### config.mk
export PLATFORM = sky130hd
export DESIGN_NAME = lsf_status
export DESIGN_NICKNAME = d
export VERILOG_FILES = /design/src/core/lsf_pkg.sv /design/src/core/lsf_status.sv
export SDC_FILE = /design/constraint.sdc
export NUM_CORES = 1
export LEC_CHECK = 0
export ABC_CLOCK_PERIOD_IN_PS = 4100
export BUFFER_PORTS_ARGS = -buffer_cell sky130_fd_sc_hd__buf_2
export CORE_MARGIN = 5
export CORE_UTILIZATION = 45
export DETAILED_ROUTE_END_ITERATION = 8
export HOLD_SLACK_MARGIN = 0.08
export PLACE_DENSITY_LB_ADDON = 0.25
export SKIP_LAST_GASP = 1
export SYNTH_ARGS = -nofsm -noshare
export SYNTH_HDL_FRONTEND = slang
export SYNTH_SLANG_ARGS = --single-unit
### constraint.sdc
create_clock -name I_CLK -period 4.1 [get_ports I_CLK]
set_input_delay 0.205 -clock I_CLK [delete_from_list [all_inputs] [get_ports I_CLK]]
set_output_delay 0.205 -clock I_CLK [all_outputs]
set_load 0.03 [all_outputs]
### src/core/lsf_pkg.sv
package lsf_pkg;
  // Register indices; byte address is four times the index
  localparam logic [5:0] LSF_IDX_CTRL = 6'h08;
  localparam logic [5:0] LSF_IDX_STATUS = 6'h09;
  localparam int LSF_ADDR_W = 8;
  localparam int LSF_DATA_W = 32;
  // Control bit positions (write-one pulses, read as zero)
  localparam int LSF_CTRL_STOP = 7;
  localparam int LSF_CTRL_IRQ_CLR = 3;
  localparam int LSF_CTRL_ERR_CLR = 2;
  // Status bit positions
  localparam int LSF_ST_ACTIVE = 7;
  localparam int LSF_ST_IDLE = 6;
  localparam int LSF_ST_ABORT = 5;
  localparam int LSF_ST_IDREQ = 4;
  localparam int LSF_ST_IRQ = 3;
  localparam int LSF_ST_ERR = 2;
  localparam int LSF_ST_WAKE = 1;
  localparam int LSF_ST_DONE = 0;
  localparam logic [7:0] LSF_STATUS_RST = 8'h00;
  // Timing
  localparam longint LSF_CLK_HZ = 100000000;
  localparam longint LSF_IDLE_S = 4;
  localparam longint LSF_IDLE_CYC = LSF_IDLE_S * LSF_CLK_HZ;
  localparam longint LSF_ACT_HOLD_US = 1000;
  localparam longint LSF_ACT_HOLD_CYC = (LSF_ACT_HOLD_US * LSF_CLK_HZ) / 1000000;
  localparam int LSF_CNT_W = 29;
endpackage

### src/core/lsf_status.sv
`timescale 1ns/1ps
`default_nettype none
module lsf_status #(
  parameter longint IDLE_CYC = lsf_pkg::LSF_IDLE_CYC,
  parameter longint ACT_HOLD_CYC = lsf_pkg::LSF_ACT_HOLD_CYC
) (
  input wire logic I_CLK, // 100 MHz clock
  input wire logic I_RSTN, // Async reset, low
  input wire logic [lsf_pkg::LSF_ADDR_W-1:0] I_AVS_ADDRESS, // Byte address
  input wire logic I_AVS_READ, // Read request
  input wire logic I_AVS_WRITE, // Write request
  input wire logic [3:0] I_AVS_BYTEENABLE, // Byte lanes
  input wire logic [lsf_pkg::LSF_DATA_W-1:0] I_AVS_WRITEDATA, // Write data
  output logic [lsf_pkg::LSF_DATA_W-1:0] O_AVS_READDATA, // Read data
  output logic O_AVS_WAITREQUEST, // Wait request
  input wire logic I_LIN_RX, // Bus receive pin
  input wire logic I_SLAVE_MODE, // Engine in slave mode
  input wire logic I_BUS_SLEEP, // Bus in sleep mode
  input wire logic I_BREAK_DET, // Break field pulse
  input wire logic I_FRAME_START, // Frame transfer start
  input wire logic I_FRAME_DONE, // Frame transfer end
  input wire logic I_ID_RX, // Identifier received
  input wire logic I_IRQ_EVT, // Interrupt event
  input wire logic I_ERR_EVT, // Error detected
  input wire logic I_WAKE_TX, // Sending wakeup, level
  input wire logic I_WAKE_RX, // Wakeup received
  output logic O_IRQ, // Interrupt request
  output logic O_STOP_REQ, // Stop pulse to engine
  output logic O_ERR_CLR, // Error clear pulse
  output logic [7:0] O_STATUS // Status flags
);
  import lsf_pkg::*;

  ////////////////////////////////////////////////////////////////////
  // Bus slave

  logic ack_r;
  logic [LSF_DATA_W-1:0] rdata_r;
  logic req;
  logic wr_ok;
  logic [7:0] status;
  logic ctrl_hit;
  logic stop_wr;
  logic irq_clr_wr;
  logic err_clr_wr;

  function automatic logic hit(input logic [LSF_ADDR_W-1:0] a, input logic [5:0] idx);
    hit = (a[1:0] == 2'h0) && (a[LSF_ADDR_W-1:2] == idx);
  endfunction

  assign req = I_AVS_READ | I_AVS_WRITE;
  // One wait cycle gives registered read data
  assign O_AVS_WAITREQUEST = req & ~ack_r;
  assign wr_ok = I_AVS_WRITE & ack_r & I_AVS_BYTEENABLE[0];
  assign ctrl_hit = wr_ok & hit(I_AVS_ADDRESS, LSF_IDX_CTRL);
  assign stop_wr = ctrl_hit & I_AVS_WRITEDATA[LSF_CTRL_STOP];
  assign irq_clr_wr = ctrl_hit & I_AVS_WRITEDATA[LSF_CTRL_IRQ_CLR];
  assign err_clr_wr = ctrl_hit & I_AVS_WRITEDATA[LSF_CTRL_ERR_CLR];
  assign O_AVS_READDATA = rdata_r;

  always_ff @(posedge I_CLK or negedge I_RSTN) begin
    if (!I_RSTN) begin
      ack_r <= 1'b0;
    end else begin
      ack_r <= req & ~ack_r;
    end
  end

  // Control reads zero, unmapped reads zero; reading changes no flag
  always_ff @(posedge I_CLK or negedge I_RSTN) begin
    if (!I_RSTN) begin
      rdata_r <= 32'h0;
    end else if (I_AVS_READ && !ack_r) begin
      if (hit(I_AVS_ADDRESS, LSF_IDX_STATUS)) begin
        rdata_r <= {24'h0, status};
      end else begin
        rdata_r <= 32'h0;
      end
    end
  end

  always_ff @(posedge I_CLK or negedge I_RSTN) begin
    if (!I_RSTN) begin
      O_STOP_REQ <= 1'b0;
      O_ERR_CLR <= 1'b0;
    end else begin
      O_STOP_REQ <= stop_wr;
      O_ERR_CLR <= err_clr_wr;
    end
  end

  ////////////////////////////////////////////////////////////////////
  // Bus pin synchroniser and edge detect

  logic rx_s1_r;
  logic rx_s2_r;
  logic rx_s3_r;
  logic rx_stable_r;
  logic rx_edge;

  always_ff @(posedge I_CLK or negedge I_RSTN) begin
    if (!I_RSTN) begin
      rx_s1_r <= 1'b1;
      rx_s2_r <= 1'b1;
      rx_s3_r <= 1'b1;
      rx_stable_r <= 1'b1;
    end else begin
      rx_s1_r <= I_LIN_RX;
      rx_s2_r <= rx_s1_r;
      rx_s3_r <= rx_s2_r;
      if (rx_s2_r == rx_s3_r) begin
        rx_stable_r <= rx_s3_r;
      end
    end
  end

  // A change counts once two stages agree
  assign rx_edge = (rx_s2_r == rx_s3_r) && (rx_s3_r != rx_stable_r);

  ////////////////////////////////////////////////////////////////////
  // Activity and idle timeout

  localparam logic [LSF_CNT_W-1:0] ACT_MAX = LSF_CNT_W'(ACT_HOLD_CYC);
  localparam logic [LSF_CNT_W-1:0] IDLE_MAX = LSF_CNT_W'(IDLE_CYC);

  logic [LSF_CNT_W-1:0] act_cnt_r;
  logic [LSF_CNT_W-1:0] idle_cnt_r;
  logic active_r;
  logic idle_r;

  always_ff @(posedge I_CLK or negedge I_RSTN) begin
    if (!I_RSTN) begin
      act_cnt_r <= '0;
      active_r <= 1'b0;
    end else if (rx_edge) begin
      act_cnt_r <= ACT_MAX;
      active_r <= 1'b1;
    end else if (act_cnt_r != '0) begin
      act_cnt_r <= act_cnt_r - 1'b1;
      active_r <= (act_cnt_r != LSF_CNT_W'(1));
    end else begin
      active_r <= 1'b0;
    end
  end

  // Counter saturates so the flag stays until activity returns, the bus sleeps or the engine leaves slave mode
  always_ff @(posedge I_CLK or negedge I_RSTN) begin
    if (!I_RSTN) begin
      idle_cnt_r <= '0;
    end else if (rx_edge || I_BUS_SLEEP || !I_SLAVE_MODE) begin
      idle_cnt_r <= '0;
    end else if (idle_cnt_r != IDLE_MAX) begin
      idle_cnt_r <= idle_cnt_r + 1'b1;
    end
  end

  always_ff @(posedge I_CLK or negedge I_RSTN) begin
    if (!I_RSTN) begin
      idle_r <= 1'b0;
    end else begin
      idle_r <= I_SLAVE_MODE && !I_BUS_SLEEP && !rx_edge &&
                (idle_cnt_r == IDLE_MAX);
    end
  end

  ////////////////////////////////////////////////////////////////////
  // Frame, interrupt, error and wakeup flags

  logic in_frame_r;
  logic abort_r;
  logic idreq_r;
  logic irq_r;
  logic err_r;
  logic wake_rx_r;
  logic done_r;

  always_ff @(posedge I_CLK or negedge I_RSTN) begin
    if (!I_RSTN) begin
      in_frame_r <= 1'b0;
    end else if (I_FRAME_START) begin
      in_frame_r <= 1'b1;
    end else if (I_FRAME_DONE || stop_wr) begin
      in_frame_r <= 1'b0;
    end
  end

  always_ff @(posedge I_CLK or negedge I_RSTN) begin
    if (!I_RSTN) begin
      abort_r <= 1'b0;
    end else if (I_SLAVE_MODE && ((I_BREAK_DET && in_frame_r) || stop_wr)) begin
      abort_r <= 1'b1;
    end else if (I_BREAK_DET && !in_frame_r) begin
      abort_r <= 1'b0;
    end
  end

  always_ff @(posedge I_CLK or negedge I_RSTN) begin
    if (!I_RSTN) begin
      idreq_r <= 1'b0;
    end else if (!I_SLAVE_MODE) begin
      idreq_r <= 1'b0;
    end else if (I_ID_RX) begin
      idreq_r <= 1'b1;
    end else if (I_BREAK_DET || I_FRAME_DONE || stop_wr) begin
      idreq_r <= 1'b0;
    end
  end

  // New events win over a clear in the same cycle
  always_ff @(posedge I_CLK or negedge I_RSTN) begin
    if (!I_RSTN) begin
      irq_r <= 1'b0;
    end else if (I_IRQ_EVT) begin
      irq_r <= 1'b1;
    end else if (irq_clr_wr) begin
      irq_r <= 1'b0;
    end
  end

  assign O_IRQ = irq_r;

  always_ff @(posedge I_CLK or negedge I_RSTN) begin
    if (!I_RSTN) begin
      err_r <= 1'b0;
    end else if (I_ERR_EVT) begin
      err_r <= 1'b1;
    end else if (err_clr_wr) begin
      err_r <= 1'b0;
    end
  end

  // Received wakeup is remembered until the next break
  always_ff @(posedge I_CLK or negedge I_RSTN) begin
    if (!I_RSTN) begin
      wake_rx_r <= 1'b0;
    end else if (I_WAKE_RX) begin
      wake_rx_r <= 1'b1;
    end else if (I_BREAK_DET) begin
      wake_rx_r <= 1'b0;
    end
  end

  always_ff @(posedge I_CLK or negedge I_RSTN) begin
    if (!I_RSTN) begin
      done_r <= 1'b0;
    end else if (I_FRAME_DONE) begin
      done_r <= 1'b1;
    end else if (I_FRAME_START) begin
      done_r <= 1'b0;
    end
  end

  ////////////////////////////////////////////////////////////////////
  // Status word

  always_comb begin
    status = LSF_STATUS_RST;
    status[LSF_ST_ACTIVE] = active_r;
    status[LSF_ST_IDLE] = idle_r;
    status[LSF_ST_ABORT] = abort_r;
    status[LSF_ST_IDREQ] = idreq_r;
    status[LSF_ST_IRQ] = irq_r;
    status[LSF_ST_ERR] = err_r;
    status[LSF_ST_WAKE] = I_WAKE_TX | wake_rx_r;
    status[LSF_ST_DONE] = done_r;
  end

  always_ff @(posedge I_CLK or negedge I_RSTN) begin
    if (!I_RSTN) begin
      O_STATUS <= LSF_STATUS_RST;
    end else begin
      O_STATUS <= status;
    end
  end

endmodule
`default_nettype wire

Word-level counts from Yosys, hierarchy flattened. Cells that the tools add are included.

Register bits: 114. Input port bits: 59. Output and inout bits: 44. Logic and storage cells: 93.

Add/subtract/negate cells: 2. Equality and inequality tests: 8. Mux-type cells: 22. Bitwise operators: 10. Reductions and logical operators: 31.

Operator list (count): $mux 29 (4); $add 29x1->29 const B (1); $eq 29x29->1 const B (1); $ne 29x1->1 const B (1); $ne 29x29->1 const B (1); $reduce_bool 29->1 (1); $sub 29x1->29 const B (1); $mux 1 (17); $reduce_bool 2->1 (8); $eq 6x4->1 const B (2); $logic_and 1x1->1 (10); $mux 8 (1); $and 1x1->1 (7); $logic_or 1x1->1 (6); $logic_not 1->1 (5); $ne 3x1->1 const B (1); $logic_not 2->1 (1); $or 1x1->1 (2); $eq 1x1->1 (1); $ne 1x1->1 (1); $not 1->1 (1).

Longest topological paths before layout.
Depth in word-level cells: 8. Depth in mapped cells: 8. Depth with buffers taken out: 7.

Worst setup path before layout. OpenSTA, ideal clock, no wires.

Path kind: reg-to-reg. Start: register act_cnt_r[0]. End: register act_cnt_r[26]. Setup time: 0.078 ns. Arrival: 2.056 ns. Required time: 4.022 ns. Path slack: 1.965 ns. Cell stages (with the launch flop): 9. Path buffers: 1. Period minus slack after synthesis: 2.135 ns. Cell sequence: dfrtp_1 > inv_1 > ha_1 > clkbuf_1 > nor4b_1 > nand4_1 > or3_1 > or3_1 > a21oi_1.

Cells in the longest elaborated chain, start to end: 3. Elaborated cells between the ends (all ways): 5. Classes of those cells: 1 x add/sub; 2 x mux; 2 x reduce/logical.

RTL lines: start, declared (RTL line lsf_status.sv:126) `logic [LSF_CNT_W-1:0] act_cnt_r;`; start signal, assigned (RTL line lsf_status.sv:139) `act_cnt_r <= act_cnt_r - 1'b1;`; $sub 29x1->29 (RTL line lsf_status.sv:139); $mux 29 (RTL line lsf_status.sv:138) `end else if (act_cnt_r != '0) begin`; $mux 29 (RTL line lsf_status.sv:135) `end else if (rx_edge) begin`.

Several ways; a longest one is shown, not always the timed one. The select of a mux whose other input is x is not followed. A chain may end at the register's enable or synchronous reset.

Worst setup path in the final report.
Start: register act_cnt_r[17]. End: register act_cnt_r[14].

Cells in the longest elaborated chain, start to end: 2.

RTL lines (RTL line): $reduce_bool 29->1 (lsf_status.sv:138); $reduce_bool 2->1 (no line).

No other way between the ends.

==> run summary <==
Worst setup skew after layout -> 11.31 ps
CP startpoint kind -> flip-flop
RR Endpoint -> act_cnt_r[14]$_DFFE_PN0P_
Headroom to the max-slew limit -> 0.3293
Endpoint type of the worst setup path -> flip-flop
Post-synth ARST share -> 1.000
Final hold violations -> 0
DRC violation total after the first TritonRoute iteration -> 230
Routability cong. -> 0.8393
Count of max-cap constraint violations -> 0
Portion of the post-synthesis area used by sequential elements -> 0.4986
Reg-to-Reg Start -> act_cnt_r[17]$_DFFE_PN0P_
Number of flip-flops and latches in the synthesized netlist -> 90
Detailed-route DRC error count -> 0
Endpoint with the worst hold slack -> O_IRQ$_DFFE_PN0P_
Setup repair after global routing missed its margin -> false
Total of cells resized after clock tree synthesis -> 0
Worst-case clock buffer depth -> 2
Maximum fanout along the worst path -> 19
Vertical die dimension -> 110.3 microns
Count of fill cells added during filler insertion -> 887
Clock buffer count from CTS -> 9
Leading cell type in the layout, fill and taps excluded -> sky130_fd_sc_hd__dfrtp_1
NumNets Final -> 579
IO Count -> 103
Hold path start -> I_AVS_WRITEDATA[3]
Post-Syn Area per Cell -> 9.884 sq um
GRT Overall Usage -> 0.1624
# rows -> 36
Port-buffer cells -> 46
Min-delay worst type -> input port to flip-flop
Least-Margin Pin Slew -> 1002 ps
Max-slew violation count -> 0
Ys Warns -> 0
First-pass DRT Iterations -> 4
Endpoint required time on the critical path -> 4400 ps
Min Hold Slack -> 93.67 ps
Pin count of the biggest net entering global routing -> 56
Area occupied by multi-input gates -> 0.002074 sq mm
Peak ir drop on the vdd network -> 0.1675 mV
Number of H-tree levels -> 3
Arrival time at the worst endpoint -> 3010 ps
Area share of the leading cell type in the synthesized netlist -> 0.4754
Ratio of total power to cell area -> 374.5 mW/mm^2
Count of unique library cells instantiated by Yosys -> 56
Mapped cell area -> 0.004527 sq mm
Standby leakage power -> 2.130 nW
Overall die area -> 0.01217 sq mm
Detailed-route vias per instance -> 5.375
Congestion Overflow GR -> 0
Remaining antenna violation count after routing -> 0
Ratio of cells with drive above 1 in the final layout -> 0.1635
Setup tns final -> 0 ps
Synthesized instance count -> 458
Half-perimeter wire length after placement -> 6.428 mm
Area taken by flip-flops and latches -> 0.002257 sq mm
Cell chosen for the clock root -> sky130_fd_sc_hd__clkbuf_8
Via count -> 3510
Number of cell instances on the worst register-to-register path -> 5
Clock-pin slew of the registers on the worst-case setup and hold paths -> 90 ps
Clock tree sinks -> 90
Setup violations, final -> 0
Setup slack on the worst flop-to-flop path -> 1400 ps
Sum of routed wire length over all layers -> 9.298 mm
Startpoint-to-endpoint class of the critical path -> flip-flop to flip-flop
Initial Util -> 0.4631
Most frequent cells in the layout -> sky130_fd_sc_hd__dfrtp_1 (86), sky130_fd_sc_hd__nor2_1 (54), sky130_fd_sc_hd__buf_2 (45)
Largest cells by area after synthesis -> sky130_fd_sc_hd__dfrtp_1 (48%), sky130_fd_sc_hd__nor2_1 (4.5%), sky130_fd_sc_hd__buf_4 (4.0%)
Number of synthesized flops with an enable pin -> 0
Core Area -> 0.009774 sq mm
Result of the run -> complete, no violations
Cell type with the largest total area after synthesis -> sky130_fd_sc_hd__dfrtp_1
Final critical-path required period -> 2703 ps
Initial antenna violation count -> 0
Main synth FF type -> sky130_fd_sc_hd__dfrtp_1
Die width -> 110.3 microns
Skew-Pair Late Insertion Delay -> 380 ps
Hold Crit Depth -> 3
Share of the clock period used by the worst path after layout -> 0.6594
Final antenna diode count -> 0
Fmax achieved -> 369.9 MHz
Clock tree from TritonCTS -> done
Via count of the first global-routing pass -> 3264
Area delta synth->final -> 13.18%
Average detailed-routed wire length per instance -> 14.24 microns
Wire length of the first global-routing pass -> 15.51 mm
timing repair:
action | in CTS | in global routing
setup buffers | 0 | 0
endpoints found under the setup margin | 0 | 0
endpoints found under the hold margin | 59 | 0
hold buffers | 12 | 0
Yosys cell counts (all sizes together), types with 8 or more instances:
cell type	n
nand3	18
inv	13
dfrtp	86
or3	20
nor2	55
o21ai	19
or4	10
buf	27
a22o	8
xnor2	16
nand2	24
nand4	14
xor2	14
a21oi	19
clkbuf	10
nor4	23
nor3	13
cells by family (layout without fill, tap and decap cells):
logic type,Yosys count,count (layout),share of synthesized area
AND/OR/NAND/NOR,210,210,0.2617
flip-flops,90,90,0.4986
AO/OA/AOI/OAI,67,67,0.09370
buffers and inverters,50,89,0.06219
XOR/XNOR,30,30,0.05804
adder cells (fa/ha/maj),6,6,0.01603
multiplexers,4,4,0.008845
other,1,24,0.0008284
power by group:
group / leakage, nW / switching, W / internal (W)
clock: 0.105 / 0.000337 / 0.000306
sequential: 1.15 / 0.0000620 / 0.000934
combinational: 0.876 / 0.000176 / 0.000104
total: 2.13 / 0.000575 / 0.00134
critical path, stage by stage (launching register included):
cell,delay [ps]
sky130_fd_sc_hd__dfrtp_1,430
sky130_fd_sc_hd__nor4_1,530
sky130_fd_sc_hd__nand4_1,410
sky130_fd_sc_hd__nor2_1,880
sky130_fd_sc_hd__o21ai_0,210
sky130_fd_sc_hd__a21oi_1,170
metrics by stage:
step,total power [W],cell area [sq um],cells,utilization,setup slack (ps)
finish,0.001919,5124,653,0.5242,1397
global route,0.002019,5124,653,0.5242,1080
CTS,0.001940,5124,653,0.5242,1410
detailed placement,0.001284,4795,625,0.4905,1466
global placement,0.001276,4795,625,0.4905,1486
floorplan,0.001213,4613,481,-,1965
how the worst max path moves through the flow:
stage	slack, ps	startpoint	endpoint
2_1_floorplan	1970	act_cnt_r[0]$_DFFE_PN0P_	act_cnt_r[26]$_DFFE_PN0P_
3_3_place_gp	1490	act_cnt_r[17]$_DFFE_PN0P_	act_cnt_r[14]$_DFFE_PN0P_
3_5_place_dp	1470	act_cnt_r[17]$_DFFE_PN0P_	act_cnt_r[23]$_DFFE_PN0P_
4_1_cts	1410	act_cnt_r[17]$_DFFE_PN0P_	act_cnt_r[14]$_DFFE_PN0P_
5_1_grt	1080	act_cnt_r[25]$_DFFE_PN0P_	act_cnt_r[27]$_DFFE_PN0P_
6_report	1400	act_cnt_r[17]$_DFFE_PN0P_	act_cnt_r[14]$_DFFE_PN0P_
per-layer routing:
metal  share of wire  vias to the layer above  track usage
li1                -                     1712            -
met1            0.47                     1707       0.2159
met2            0.45                       80       0.2569
met3           0.066                       11      0.04601
met4           0.014                        0      0.05277
met5               0                        -            0
flip-flops by register name, indices dropped and copies added, names as in the netlist, 8 cells and up:
register        flops
act_cnt_r          29
idle_cnt_r         29
O_AVS_READDATA      8
O_STATUS            8
final cells by class:
cell class | count | area share
sequential | 90 | 0.4405
multi-input combinational | 341 | 0.4049
timing repair buffer | 60 | 0.07179
tap | 133 | 0.03248
clock buffer | 10 | 0.02686
clock inverter | 6 | 0.01392
inverter | 13 | 0.009524
(Power assumes the default switching activity.)
